### config.mk
export PLATFORM = sky130hd
export DESIGN_NAME = amr_register_map
export DESIGN_NICKNAME = d
export VERILOG_FILES = /design/src/hdl/amr_register_map.v
export VERILOG_INCLUDE_DIRS = /design/src /design/src/common
export SDC_FILE = /design/constraint.sdc
export NUM_CORES = 1
export LEC_CHECK = 0
export ABC_AREA = 1
export BUFFER_PORTS_ARGS = -buffer_cell sky130_fd_sc_hd__buf_2
export CAP_MARGIN = 20
export CORE_ASPECT_RATIO = 0.9
export CORE_MARGIN = 2
export CORE_UTILIZATION = 50
export CTS_CLUSTER_SIZE = 10
export DETAILED_ROUTE_END_ITERATION = 8
export PLACE_DENSITY_LB_ADDON = 0.15
export SETUP_SLACK_MARGIN = 0.05
export SLEW_MARGIN = 15
export SYNTH_ARGS = -nofsm -noshare
export SYNTH_HDL_FRONTEND = slang
export SYNTH_SLANG_ARGS = --single-unit
### constraint.sdc
create_clock -name clk -period 1.65 [get_ports clk]
set_input_delay 0 -clock clk [delete_from_list [all_inputs] [get_ports clk]]
set_output_delay 0 -clock clk [all_outputs]
set_load 0.01 [all_outputs]
### src/common/amr_defs.vh
`ifndef AMR_DEFS_VH
`define AMR_DEFS_VH

// ************************************************************
// Access spaces
// ************************************************************
`define AMR_SPACE_COIL      2'h0
`define AMR_SPACE_HOLD      2'h1
`define AMR_SPACE_INPUT     2'h2

// ************************************************************
// Holding register addresses (high word at the lower address)
// ************************************************************
`define AMR_HR_PRESS_HI     16'h1770
`define AMR_HR_PRESS_LO     16'h1771
`define AMR_HR_TEMP_HI      16'h1772
`define AMR_HR_TEMP_LO      16'h1773
`define AMR_HR_HUMID_HI     16'h1776
`define AMR_HR_HUMID_LO     16'h1777
`define AMR_HR_PASS_0       16'h1AF4
`define AMR_HR_PASS_1       16'h1AF5
`define AMR_HR_PASS_2       16'h1AF6

// ************************************************************
// Coil addresses
// ************************************************************
`define AMR_CL_PRESS_VALID  16'h1770
`define AMR_CL_TEMP_VALID   16'h1771
`define AMR_CL_HUMID_VALID  16'h1772
`define AMR_CL_MAINT        16'h1773
`define AMR_CL_CHECK_TRIG   16'h1774
`define AMR_CL_CHECK_INHIB  16'h1775

// ************************************************************
// Input register addresses
// ************************************************************
`define AMR_IR_STATUS0      16'h138A
`define AMR_IR_STRIDE       16'h0011
`define AMR_IR_FAIL_HI      16'h149E
`define AMR_IR_FAIL_LO      16'h149F
`define AMR_IR_MREQ_HI      16'h14A0
`define AMR_IR_MREQ_LO      16'h14A1

// ************************************************************
// Component status word fields
// ************************************************************
`define AMR_ST_FAILURE      0
`define AMR_ST_MAINT_REQ    1
`define AMR_ST_FUNC_CHECK   2
`define AMR_ST_OUT_OF_SPEC  3
`define AMR_ST_EXTENDED     4
`define AMR_ST_UNDER_RANGE  5
`define AMR_ST_OVER_RANGE   6
`define AMR_ST_MAINTENANCE  7
`define AMR_ST_CHECK_CYCLE  8

// ************************************************************
// Collective word widths and reset values
// ************************************************************
`define AMR_FAIL_USED       29
`define AMR_MREQ_USED       16
`define AMR_RESET_WORD      16'h0000

`endif

### src/hdl/amr_register_map.v
// Operation
// - Pressure float in two holding registers from 6000.
// - Temperature float in two holding registers from 6002.
// - Humidity float in two holding registers from 6006.
// - Password string in three holding registers from 6900.
// - Coils 6000-6002 latch validity of pressure, temperature, humidity.
// - Latching coil 6003 is the remote maintenance switch.
// - Writing one to coil 6004 starts a check cycle, momentary.
// - Coil 6005 holding one suppresses automatic check cycles.
// - Latching coils keep the last written value.
// - Momentary coil gives one event, then reads inactive.
// - Status bits 0-4: failure, maint request, check, out of spec, extended.
// - Status bits 5-7: under range, over range, in maintenance.
// - Status bit 8 is check cycle running; bits 9-15 reserved.
// - Failure bits 0-7: memory to filter unit comms.
// - Failure bits 8-15: mirror comms to measured value file.
// - Failure bits 16-23: configuration file to evaluation comms.
// - Failure bits 24-28 as listed; bits 29-31 reserved.
// - Maintenance request bits 0-7: lamp performance to logbook.
// - Maintenance request bits 8-15: I/O comms to peak width.
// - Component status at input register 5002, stride 17.
// - Failure word in input registers 5278-5279.
// - Maintenance request word in input registers 5280-5281.
`timescale 1ns/1ps
`default_nettype none
`include "amr_defs.vh"

module amr_register_map #(
    parameter NCOMP = 16
) (
    input  wire               clk,
    input  wire               rst_n,
    input  wire               req_valid,
    input  wire               req_write,
    input  wire [1:0]         req_space,
    input  wire [15:0]        req_addr,
    input  wire [15:0]        req_wdata,
    output reg                rsp_valid,
    output reg                rsp_error,
    output reg  [15:0]        rsp_rdata,
    input  wire [28:0]        fail_in,
    input  wire [15:0]        maint_req_in,
    input  wire [NCOMP*5-1:0] comp_cond_in,
    input  wire               auto_check_req,
    input  wire               check_done,
    output reg  [31:0]        pressure_value,
    output reg  [31:0]        temperature_value,
    output reg  [31:0]        humidity_value,
    output reg  [47:0]        password_value,
    output reg                pressure_valid,
    output reg                temperature_valid,
    output reg                humidity_valid,
    output reg                maintenance_mode,
    output reg                check_inhibit,
    output reg                check_start,
    output reg                check_running
);

    // ************************************************************
    // Check cycle sequencer states
    // ************************************************************
    localparam [1:0] CK_IDLE = 2'b01;
    localparam [1:0] CK_RUN  = 2'b10;

    reg  [1:0]  ck_state_reg;
    reg  [1:0]  ck_state_next;
    reg         start_next;
    reg  [15:0] rdata_next;
    reg         error_next;
    reg  [15:0] status_word;
    reg  [15:0] scan_addr;
    reg  [16:0] scan_sum;
    reg         status_hit;
    reg  [4:0]  cond;
    integer     k;

    wire        wr = req_valid & req_write;
    wire        wr_hold = wr & (req_space == `AMR_SPACE_HOLD);
    wire        wr_coil = wr & (req_space == `AMR_SPACE_COIL);
    wire        trig_wr = wr_coil & (req_addr == `AMR_CL_CHECK_TRIG) & req_wdata[0];
    wire [31:0] fail_word = {3'h0, fail_in};
    wire [31:0] mreq_word = {16'h0000, maint_req_in};

    // ************************************************************
    // Holding registers and latching coils
    // ************************************************************
    // Each half of a float is written separately, so the consumer may see a
    // torn value between the two writes; the valid coils let the master fence it.
    always @(posedge clk or negedge rst_n) begin
        if (!rst_n) begin
            pressure_value    <= 32'h00000000;
            temperature_value <= 32'h00000000;
            humidity_value    <= 32'h00000000;
            password_value    <= 48'h000000000000;
            pressure_valid    <= 1'b0;
            temperature_valid <= 1'b0;
            humidity_valid    <= 1'b0;
            maintenance_mode  <= 1'b0;
            check_inhibit     <= 1'b0;
        end else begin
            if (wr_hold) begin
                case (req_addr)
                    `AMR_HR_PRESS_HI: pressure_value[31:16]    <= req_wdata;
                    `AMR_HR_PRESS_LO: pressure_value[15:0]     <= req_wdata;
                    `AMR_HR_TEMP_HI:  temperature_value[31:16] <= req_wdata;
                    `AMR_HR_TEMP_LO:  temperature_value[15:0]  <= req_wdata;
                    `AMR_HR_HUMID_HI: humidity_value[31:16]    <= req_wdata;
                    `AMR_HR_HUMID_LO: humidity_value[15:0]     <= req_wdata;
                    `AMR_HR_PASS_0:   password_value[47:32]    <= req_wdata;
                    `AMR_HR_PASS_1:   password_value[31:16]    <= req_wdata;
                    `AMR_HR_PASS_2:   password_value[15:0]     <= req_wdata;
                    default: begin
                    end
                endcase
            end
            if (wr_coil) begin
                case (req_addr)
                    `AMR_CL_PRESS_VALID: pressure_valid    <= req_wdata[0];
                    `AMR_CL_TEMP_VALID:  temperature_valid <= req_wdata[0];
                    `AMR_CL_HUMID_VALID: humidity_valid    <= req_wdata[0];
                    `AMR_CL_MAINT:       maintenance_mode  <= req_wdata[0];
                    `AMR_CL_CHECK_INHIB: check_inhibit     <= req_wdata[0];
                    default: begin
                    end
                endcase
            end
        end
    end

    // ************************************************************
    // Check cycle sequencer
    // ************************************************************
    // A trigger that lands while a cycle runs is dropped rather than queued,
    // so one push gives at most one cycle.
    always @* begin
        ck_state_next = ck_state_reg;
        start_next    = 1'b0;
        case (ck_state_reg)
            CK_IDLE: begin
                if (trig_wr || (auto_check_req && !check_inhibit)) begin
                    ck_state_next = CK_RUN;
                    start_next    = 1'b1;
                end
            end
            CK_RUN: begin
                if (check_done) begin
                    ck_state_next = CK_IDLE;
                end
            end
            default: begin
                ck_state_next = CK_IDLE;
            end
        endcase
    end

    always @(posedge clk or negedge rst_n) begin
        if (!rst_n) begin
            ck_state_reg  <= CK_IDLE;
            check_start   <= 1'b0;
            check_running <= 1'b0;
        end else begin
            ck_state_reg  <= ck_state_next;
            check_start   <= start_next;
            check_running <= (ck_state_next == CK_RUN);
        end
    end

    // ************************************************************
    // Read decode
    // ************************************************************
    always @* begin
        rdata_next  = `AMR_RESET_WORD;
        error_next  = 1'b0;
        status_word = `AMR_RESET_WORD;
        status_hit  = 1'b0;
        cond        = 5'h00;
        scan_addr   = `AMR_IR_STATUS0;
        scan_sum    = 17'h0;
        for (k = 0; k < NCOMP; k = k + 1) begin
            if (req_addr == scan_addr) begin
                status_hit = 1'b1;
                cond       = comp_cond_in[k*5 +: 5];
            end
            // The carry can never be set for legal component counts, so it is cut here.
            scan_sum  = {1'b0, scan_addr} + {1'b0, `AMR_IR_STRIDE};
            scan_addr = scan_sum[15:0];
        end
        status_word[`AMR_ST_FAILURE]     = |fail_word;
        status_word[`AMR_ST_MAINT_REQ]   = |mreq_word;
        status_word[`AMR_ST_FUNC_CHECK]  = cond[0];
        status_word[`AMR_ST_OUT_OF_SPEC] = cond[1];
        status_word[`AMR_ST_EXTENDED]    = cond[2];
        status_word[`AMR_ST_UNDER_RANGE] = cond[3];
        status_word[`AMR_ST_OVER_RANGE]  = cond[4];
        status_word[`AMR_ST_MAINTENANCE] = maintenance_mode;
        status_word[`AMR_ST_CHECK_CYCLE] = check_running;
        case (req_space)
            `AMR_SPACE_HOLD: begin
                case (req_addr)
                    `AMR_HR_PRESS_HI: rdata_next = pressure_value[31:16];
                    `AMR_HR_PRESS_LO: rdata_next = pressure_value[15:0];
                    `AMR_HR_TEMP_HI:  rdata_next = temperature_value[31:16];
                    `AMR_HR_TEMP_LO:  rdata_next = temperature_value[15:0];
                    `AMR_HR_HUMID_HI: rdata_next = humidity_value[31:16];
                    `AMR_HR_HUMID_LO: rdata_next = humidity_value[15:0];
                    `AMR_HR_PASS_0:   rdata_next = password_value[47:32];
                    `AMR_HR_PASS_1:   rdata_next = password_value[31:16];
                    `AMR_HR_PASS_2:   rdata_next = password_value[15:0];
                    default:          error_next = 1'b1;
                endcase
            end
            `AMR_SPACE_COIL: begin
                case (req_addr)
                    `AMR_CL_PRESS_VALID: rdata_next = {15'h0000, pressure_valid};
                    `AMR_CL_TEMP_VALID:  rdata_next = {15'h0000, temperature_valid};
                    `AMR_CL_HUMID_VALID: rdata_next = {15'h0000, humidity_valid};
                    `AMR_CL_MAINT:       rdata_next = {15'h0000, maintenance_mode};
                    `AMR_CL_CHECK_TRIG:  rdata_next = `AMR_RESET_WORD;
                    `AMR_CL_CHECK_INHIB: rdata_next = {15'h0000, check_inhibit};
                    default:             error_next = 1'b1;
                endcase
            end
            `AMR_SPACE_INPUT: begin
                if (req_write) begin
                    error_next = 1'b1;
                end else if (status_hit) begin
                    rdata_next = status_word;
                end else begin
                    case (req_addr)
                        `AMR_IR_FAIL_HI: rdata_next = fail_word[31:16];
                        `AMR_IR_FAIL_LO: rdata_next = fail_word[15:0];
                        `AMR_IR_MREQ_HI: rdata_next = mreq_word[31:16];
                        `AMR_IR_MREQ_LO: rdata_next = mreq_word[15:0];
                        default:         error_next = 1'b1;
                    endcase
                end
            end
            default: begin
                error_next = 1'b1;
            end
        endcase
        if (req_write && !error_next) begin
            rdata_next = `AMR_RESET_WORD;
        end
    end

    always @(posedge clk or negedge rst_n) begin
        if (!rst_n) begin
            rsp_valid <= 1'b0;
            rsp_error <= 1'b0;
            rsp_rdata <= `AMR_RESET_WORD;
        end else begin
            rsp_valid <= req_valid;
            rsp_error <= req_valid & error_next;
            rsp_rdata <= req_valid ? (error_next ? `AMR_RESET_WORD : rdata_next)
                                   : `AMR_RESET_WORD;
        end
    end

endmodule // amr_register_map
`default_nettype wire

==> flow_summary.toml, run 1 <==
[power_and_ir_drop]
p_int_mw = 6.66
switching_share = 0.267
p_sw_mw = 2.42
peakVddDrop_v = 0.000796
p_comb_frac = 0.095
powerDensity_nw_per_um2 = 660
seq_power_share = 0.470
power_leakage_nw = 7.26
clkPwrFrac = 0.435

[final_layout]
area_growth_pct = 50.9
nFillCells = 1333
layout.nets = 1850
top_register = "password_value"
stdcell_area_sq_um = 13700
largest_reg_flops = 48
drive_above_1_share = 0.393

[worst_setup_path]
cpMostUsedCell = "buf_4"
ff2ff_setup_slack_ns = 0.04
critPathMaxStageDelay_ns = 0.31
rr_worst_depth = 6
r2r-start = "humidity_value[10]$_DFFE_PN0P_"
reg2reg_to = "rsp_rdata[10]$_DFF_PN0_"
cp-start-kind = "primary input"
path_cells = "buf_2 -> nand2_1 -> nor2_1 -> buf_4 -> buf_4 -> nand3_1 -> clkinv_1 -> buf_12 -> a21oi_1 -> a21oi_4 -> buf_4 -> a32o_2 -> nor2_2 -> nor2_2"
crit_slowest_cell = "a21oi_1"
endpoint = "rsp_rdata[0]$_DFF_PN0_"
crit_type = "primary input to flip-flop"
cp.arrival_ns = 1.95
crit_fanout = 14
critical_path_required_ns = 1.98
timing.critical_path.from = "req_addr[5]"
cp-end-kind = "flip-flop"

[run_status]
status = "finished, violations left"
failed_checks = "negative hold slack"

[timing]
clock_skew_ns = 0.00899
slew_viol_final = 0
hold_violations = 2
setup_viol = 0
period_share = 0.978
hold_slack_ns = -0.00397
finalCriticalPeriod_ns = 1.61
timing.final.ws_setup_ns = 0.0362
worst_pin_slew_ns = 0.704
fmax_mhz = 620
relSlewSlack = 0.529
rsz0062_at_grt = "yes"

[place]
portBuffers = 333
place_ws_ns = -0.605
gp_congestion = 0.951
dpl.hpwl_mm = 26.2
place_area_sq_um = 12400

[floorplan]
ios = 334
core_sq_um = 17700
die_area_sq_um = 19300
num_rows = 46
start_util = 0.514
die_w_um = 146
die_h_um = 132

[job]
drv_cap = 0

[logic_synthesis]
synth_edf_count = 0
synth_cell_types = 43
ys_warn_count = 0
ys_ff_latch = 171
seq_area_frac_synth = 0.470
synth.most_common_cell = "nand2_1"
synth_area_leaders = "dfrtp_1 (47%), nand2_1 (14%), o21ai_0 (9.6%), inv_1 (3.5%), a21oi_1 (3.0%)"
syn_nets = 1335
ys.flop_type = "dfrtp_1"
synthDominantCellAreaShare = 0.467
yosysTopAreaCell = "dfrtp_1"
async_flop_share = 1.00
synth_commonest_cells = "nand2_1 (337), o21ai_0 (174), dfrtp_1 (170), inv_1 (85), nor2_1 (68)"
synthCells = 1168
syn_area_sq_um = 9100
syn_avg_cell_area_sq_um = 7.79

[routing]
routed.top_layer = "met4"
vias_per_cell = 5.59
dr.pass1.iters = 6
met2WireLength_mm = 17.3
drt_iter0_drc = 889
wirelength_mm = 35.7
wl_per_cell_um = 18.4
drc_errors = 0
ant_nets = 0
drt-met1-wl_mm = 12.9
vias = 10800
wl_met3_mm = 3.39

[global_routing]
grt_pass1_wl_mm = 54.9
grt_max_degree = 51
gr-usage-all-layers = 0.361
antenna_found_initial = 0
first_global_vias = 10400
grt-ovfl-total = 0

[clock_network]
cts_root_buf = "clkbuf_16"
cts_tree = "done"
cts_buffer_depth = 2
path_clk_slew_ns = 0.08
clk_latency_ns = 0.44
cts_made_buffers = 17
cts.sinks = 171
cts.htree.levels = 4

[worst_hold_path]
hold_class = "primary input to flip-flop"
-- worst min-delay path by stage --
stage	from	end	slack [ns]	cells past startpoint
floorplan	rst_n	check_inhibit$_DFFE_PN0P_	-0.30	0
global placement	rst_n	temperature_value[25]$_DFFE_PN0P_	-0.02	1
detailed placement	rst_n	temperature_value[24]$_DFFE_PN0P_	-0.02	1
CTS	fail_in[26]	rsp_rdata[10]$_DFF_PN0_	0.0007	5
global route	req_wdata[7]	humidity_value[23]$_DFFE_PN0P_	0.02	3
finish	req_wdata[8]	temperature_value[8]$_DFFE_PN0P_	-0.004	3
-- power groups by stage --
stage | Clock, mW | Combinational [mW] | Sequential, mW
2_1_floorplan | 0 | 0.232 | 4.35
4_1_cts | 3.93 | 0.825 | 4.26
5_1_grt | 4.13 | 0.951 | 4.27
3_3_place_gp | 0 | 0.750 | 4.34
3_5_place_dp | 0 | 0.768 | 4.34
6_report | 3.95 | 0.863 | 4.26
-- final cells by class --
class	instances	area (sq um)	share of cell area
multi-input cells	853	4620	0.336
flip-flops and latches	171	4280	0.311
diodes	1	2.50	0.000182
clock inverters	12	128	0.00929
repair buffers	541	3590	0.261
inverters	99	377	0.0274
well taps	240	300	0.0219
clock buffers	20	447	0.0325
-- per-stage QoR --
step,hold slack [ns],cells,utilization,total power [mW],setup TNS [ns]
final,-0.00397,1937,0.775,9.08,0
after global routing,0.0175,1936,0.775,9.34,-0.603
after CTS,0.000685,1921,0.752,9.02,0
after detailed placement,-0.0208,1865,0.698,5.11,-11.11
after global placement,-0.0242,1865,0.698,5.09,-9.43
after floorplan,-0.296,1168,-,4.58,-2.10
-- cells by family after synthesis --
group,synth area share
AND/OR/NAND/NOR,0.266
AO/OA/AOI/OAI,0.199
flip-flops,0.470
buffers and inverters,0.0620
adder cells (fa/ha/maj),0.00275
-- routing by layer --
layer | vias up | global-route usage
met5 | - | 0
met4 | 0 | 0.184
met3 | 129 | 0.0813
met2 | 629 | 0.607
met1 | 5050 | 0.438
li1 | 5017 | -
-- cell usage in the layout, fill, tap and decap left out, types with 4 or more instances in the layout --
| master | Yosys | routed |
|---|---|---|
| inv_1 | 85 | 78 |
| buf_6 | 1 | 16 |
| inv_2 | 9 | 16 |
| a22oi_1 | 15 | 13 |
| a21oi_2 | 3 | 15 |
| nand2_2 | 3 | 10 |
| buf_4 | 0 | 159 |
| nand2_1 | 337 | 328 |
| o21ai_0 | 174 | 172 |
| nand4_1 | 30 | 30 |
| a22o_1 | 19 | 18 |
| nor2_1 | 68 | 58 |
| a21oi_1 | 54 | 40 |
| or2_2 | 6 | 6 |
| a221oi_2 | 0 | 5 |
| nor3_1 | 17 | 15 |
| nand3_1 | 35 | 31 |
| inv_8 | 0 | 4 |
| nand3b_1 | 4 | 4 |
| buf_2 | 8 | 328 |
| nor4_1 | 13 | 12 |
| clkbuf_16 | 0 | 18 |
| a221oi_1 | 15 | 9 |
| buf_12 | 0 | 17 |
| nor3_4 | 2 | 6 |
| a32o_1 | 16 | 15 |
| dfrtp_1 | 170 | 170 |
| dlygate4sd3_1 | 0 | 18 |
| nor2_4 | 5 | 15 |
| nor2_2 | 14 | 14 |
-- repair_timing --
item,4_1_cts,5_1_grt
pin swaps,14,46
endpoints found under the setup margin,16,17
cloned,1,1
hold buffers,18,0
gates resized for setup,32,75
setup buffers,5,14
endpoints found under the hold margin,230,0
-- worst max-delay path, delay by kind of cell --
family                 cells  cell delay (ns)
AND/OR/NAND/NOR            5             0.45
buffers and inverters      6             0.83
AO/OA/AOI/OAI              3             0.67
Note: power is estimated with default switching activity, not from simulation.
==> run 2: changes to the inputs <==
--- a/config.mk
+++ b/config.mk
@@ -10,10 +10,10 @@
 export BUFFER_PORTS_ARGS = -buffer_cell sky130_fd_sc_hd__buf_2
 export CAP_MARGIN = 20
 export CORE_ASPECT_RATIO = 0.9
-export CORE_MARGIN = 2
-export CORE_UTILIZATION = 50
+export CORE_UTILIZATION = 30
 export CTS_CLUSTER_SIZE = 10
 export DETAILED_ROUTE_END_ITERATION = 8
+export HOLD_SLACK_MARGIN = 0.08
 export PLACE_DENSITY_LB_ADDON = 0.15
 export SETUP_SLACK_MARGIN = 0.05
 export SLEW_MARGIN = 15
==> run 2 against run 1 <==
The run now ends clean. Setup slack worse by 0.0048 ns. Core utilization is 29 points lower. Clock power is 9.4% higher. Critical path type unchanged. Highest routed layer unchanged.
==> flow_summary.toml, run 2 (synthesis results as in run 1) <==
[timing]
clock_skew_ns = 0.0169
timing.final.ws_setup_ns = 0.0314
finalCriticalPeriod_ns = 1.62
rsz0062_at_grt = "yes"
fmax_mhz = 618
setup_viol = 0
relSlewSlack = 0.485
period_share = 0.981
worst_pin_slew_ns = 0.769
slew_viol_final = 0
hold_violations = 0
hold_slack_ns = 0.0817

[clock_network]
cts_tree = "done"
cts_root_buf = "clkbuf_16"
cts.sinks = 171
cts.htree.levels = 4
path_clk_slew_ns = 0.07
clk_latency_ns = 0.45
cts_made_buffers = 17
cts_buffer_depth = 2

[global_routing]
antenna_found_initial = 1
grt_pass1_wl_mm = 58.5
gr-usage-all-layers = 0.252
grt-ovfl-total = 0
first_global_vias = 10200
grt_max_degree = 62

[worst_setup_path]
cp.arrival_ns = 1.98
cp-end-kind = "flip-flop"
critical_path_required_ns = 2.01
cp-start-kind = "primary input"
crit_type = "primary input to flip-flop"
crit_fanout = 7

[power_and_ir_drop]
powerDensity_nw_per_um2 = 656
p_int_mw = 6.99
switching_share = 0.266
peakVddDrop_v = 0.000644
p_comb_frac = 0.099
power_leakage_nw = 7.57
seq_power_share = 0.447
p_sw_mw = 2.54
clkPwrFrac = 0.454

[floorplan]
start_util = 0.305
die_h_um = 167
die_w_um = 186
num_rows = 60
die_area_sq_um = 31000
ios = 334
core_sq_um = 29900

[job]
drv_cap = 0

[final_layout]
area_growth_pct = 59.6
top_register = "password_value"
largest_reg_flops = 48
final_cells = 2162
drive_above_1_share = 0.402
ff_latch_area_sq_um = 4280
multi_input_area_sq_um = 4600
layout.nets = 1913
nFillCells = 3034
final_common_cell = "buf_2"
layout_common_cells = "buf_2 (328), nand2_1 (317), buf_4 (188)"

[routing]
wl_per_cell_um = 18.1
dr.pass1.iters = 5
wirelength_mm = 39.1
drt_iter0_drc = 633
ant_nets = 0
vias = 10500
vias_per_cell = 4.83
drc_errors = 0

[place]
place_ws_ns = -0.549
dpl.cell_count = 2052
portBuffers = 333
gp_congestion = 0.883
dpl.hpwl_mm = 29.8

[worst_hold_path]
hold_class = "primary input to flip-flop"

[run_status]
status = "completed"
-- run 2: changes by cell type in the layout (fill, tap and decap cells not counted), moves of 3 or more --
cell	delta
a221oi_1	+3
buf_4	+29
dlygate4sd3_1	+36
nand2_1	-11
nand2_2	+11
nor2_1	-6
nor2_2	+5
-- run 2: final timing paths --
kind | start | endpoint | slack, ns | cells past startpoint
max in group asynchronous | rst_n | ck_state_reg[0]$_DFF_PN1_ | 1.18 | 3
worst min register to register | temperature_value[13]$_DFFE_PN0P_ | temperature_value[13]$_DFFE_PN0P_ | 0.51 | 2
worst min-delay path | req_space[1] | rsp_rdata[11]$_DFF_PN0_ | 0.08 | 5
worst max register to register | pressure_value[30]$_DFFE_PN0P_ | rsp_rdata[14]$_DFF_PN0_ | 0.07 | 6
min in group asynchronous | rst_n | temperature_value[25]$_DFFE_PN0P_ | 0.09 | 3
worst max-delay path | req_addr[15] | rsp_rdata[6]$_DFF_PN0_ | 0.03 | 16
-- run 2: cell type report --
class                      count  share of cell area
antenna                        1            0.000172
clock buffer                  17              0.0293
clock inverter                14              0.0141
inverter                      99              0.0260
multi-input combinational    853               0.316
sequential                   171               0.295
tap                          403              0.0347
timing repair buffer         604               0.285
-- run 2: metal layers --
layer / GRT usage / share of wire / wire length (um)
met5: 0 / 0 / 0
met4: 0.0702 / 0.020 / 800
met3: 0.0576 / 0.068 / 2660
met2: 0.433 / 0.49 / 19100
met1: 0.313 / 0.42 / 16600
-- run 2: critical path, cell delays in order --
cell     delay [ns]
buf_6          0.10
nor2_4         0.11
nand3_4        0.09
buf_6          0.14
nor3_4         0.24
inv_2          0.09
buf_6          0.13
nor2_4         0.14
inv_2          0.07
nor2_4         0.19
buf_12         0.16
a21oi_1        0.07
nand4_1        0.12
buf_4          0.16
nand2_2        0.06
a21oi_2        0.11
-- run 2: what timing repair did --
action | 4_1_cts | 5_1_grt
endpoints found under the hold margin | 326 | 0
endpoints found under the setup margin | 16 | 17
pin swaps | 16 | 26
setup buffers | 15 | 8
hold buffers | 54 | 0
resized for setup | 55 | 55
gates cloned | 1 | 1
-- run 2: power by group through the flow --
| stage | Clock [mW] | Sequential (mW) | Combinational, mW |
|---|---|---|---|
| 3_3_place_gp | 0 | 4.34 | 0.786 |
| 3_5_place_dp | 0 | 4.34 | 0.796 |
| 6_report | 4.32 | 4.26 | 0.945 |
| 5_1_grt | 4.56 | 4.26 | 1.03 |
| 4_1_cts | 4.40 | 4.26 | 0.928 |
| 2_1_floorplan | 0 | 4.35 | 0.232 |
-- run 2: metrics by stage --
| step | TNS (ns) | area, sq um | total power [mW] | utilization |
|---|---|---|---|---|
| 6_report | 0 | 14500 | 9.53 | 0.486 |
| 5_1_grt | -1.02 | 14500 | 9.85 | 0.486 |
| 4_1_cts | 0 | 14300 | 9.58 | 0.478 |
| 3_5_place_dp | -14.25 | 12800 | 5.14 | 0.428 |
| 3_3_place_gp | -13.52 | 12800 | 5.13 | 0.428 |
| 2_1_floorplan | -2.10 | 9140 | 4.58 | - |
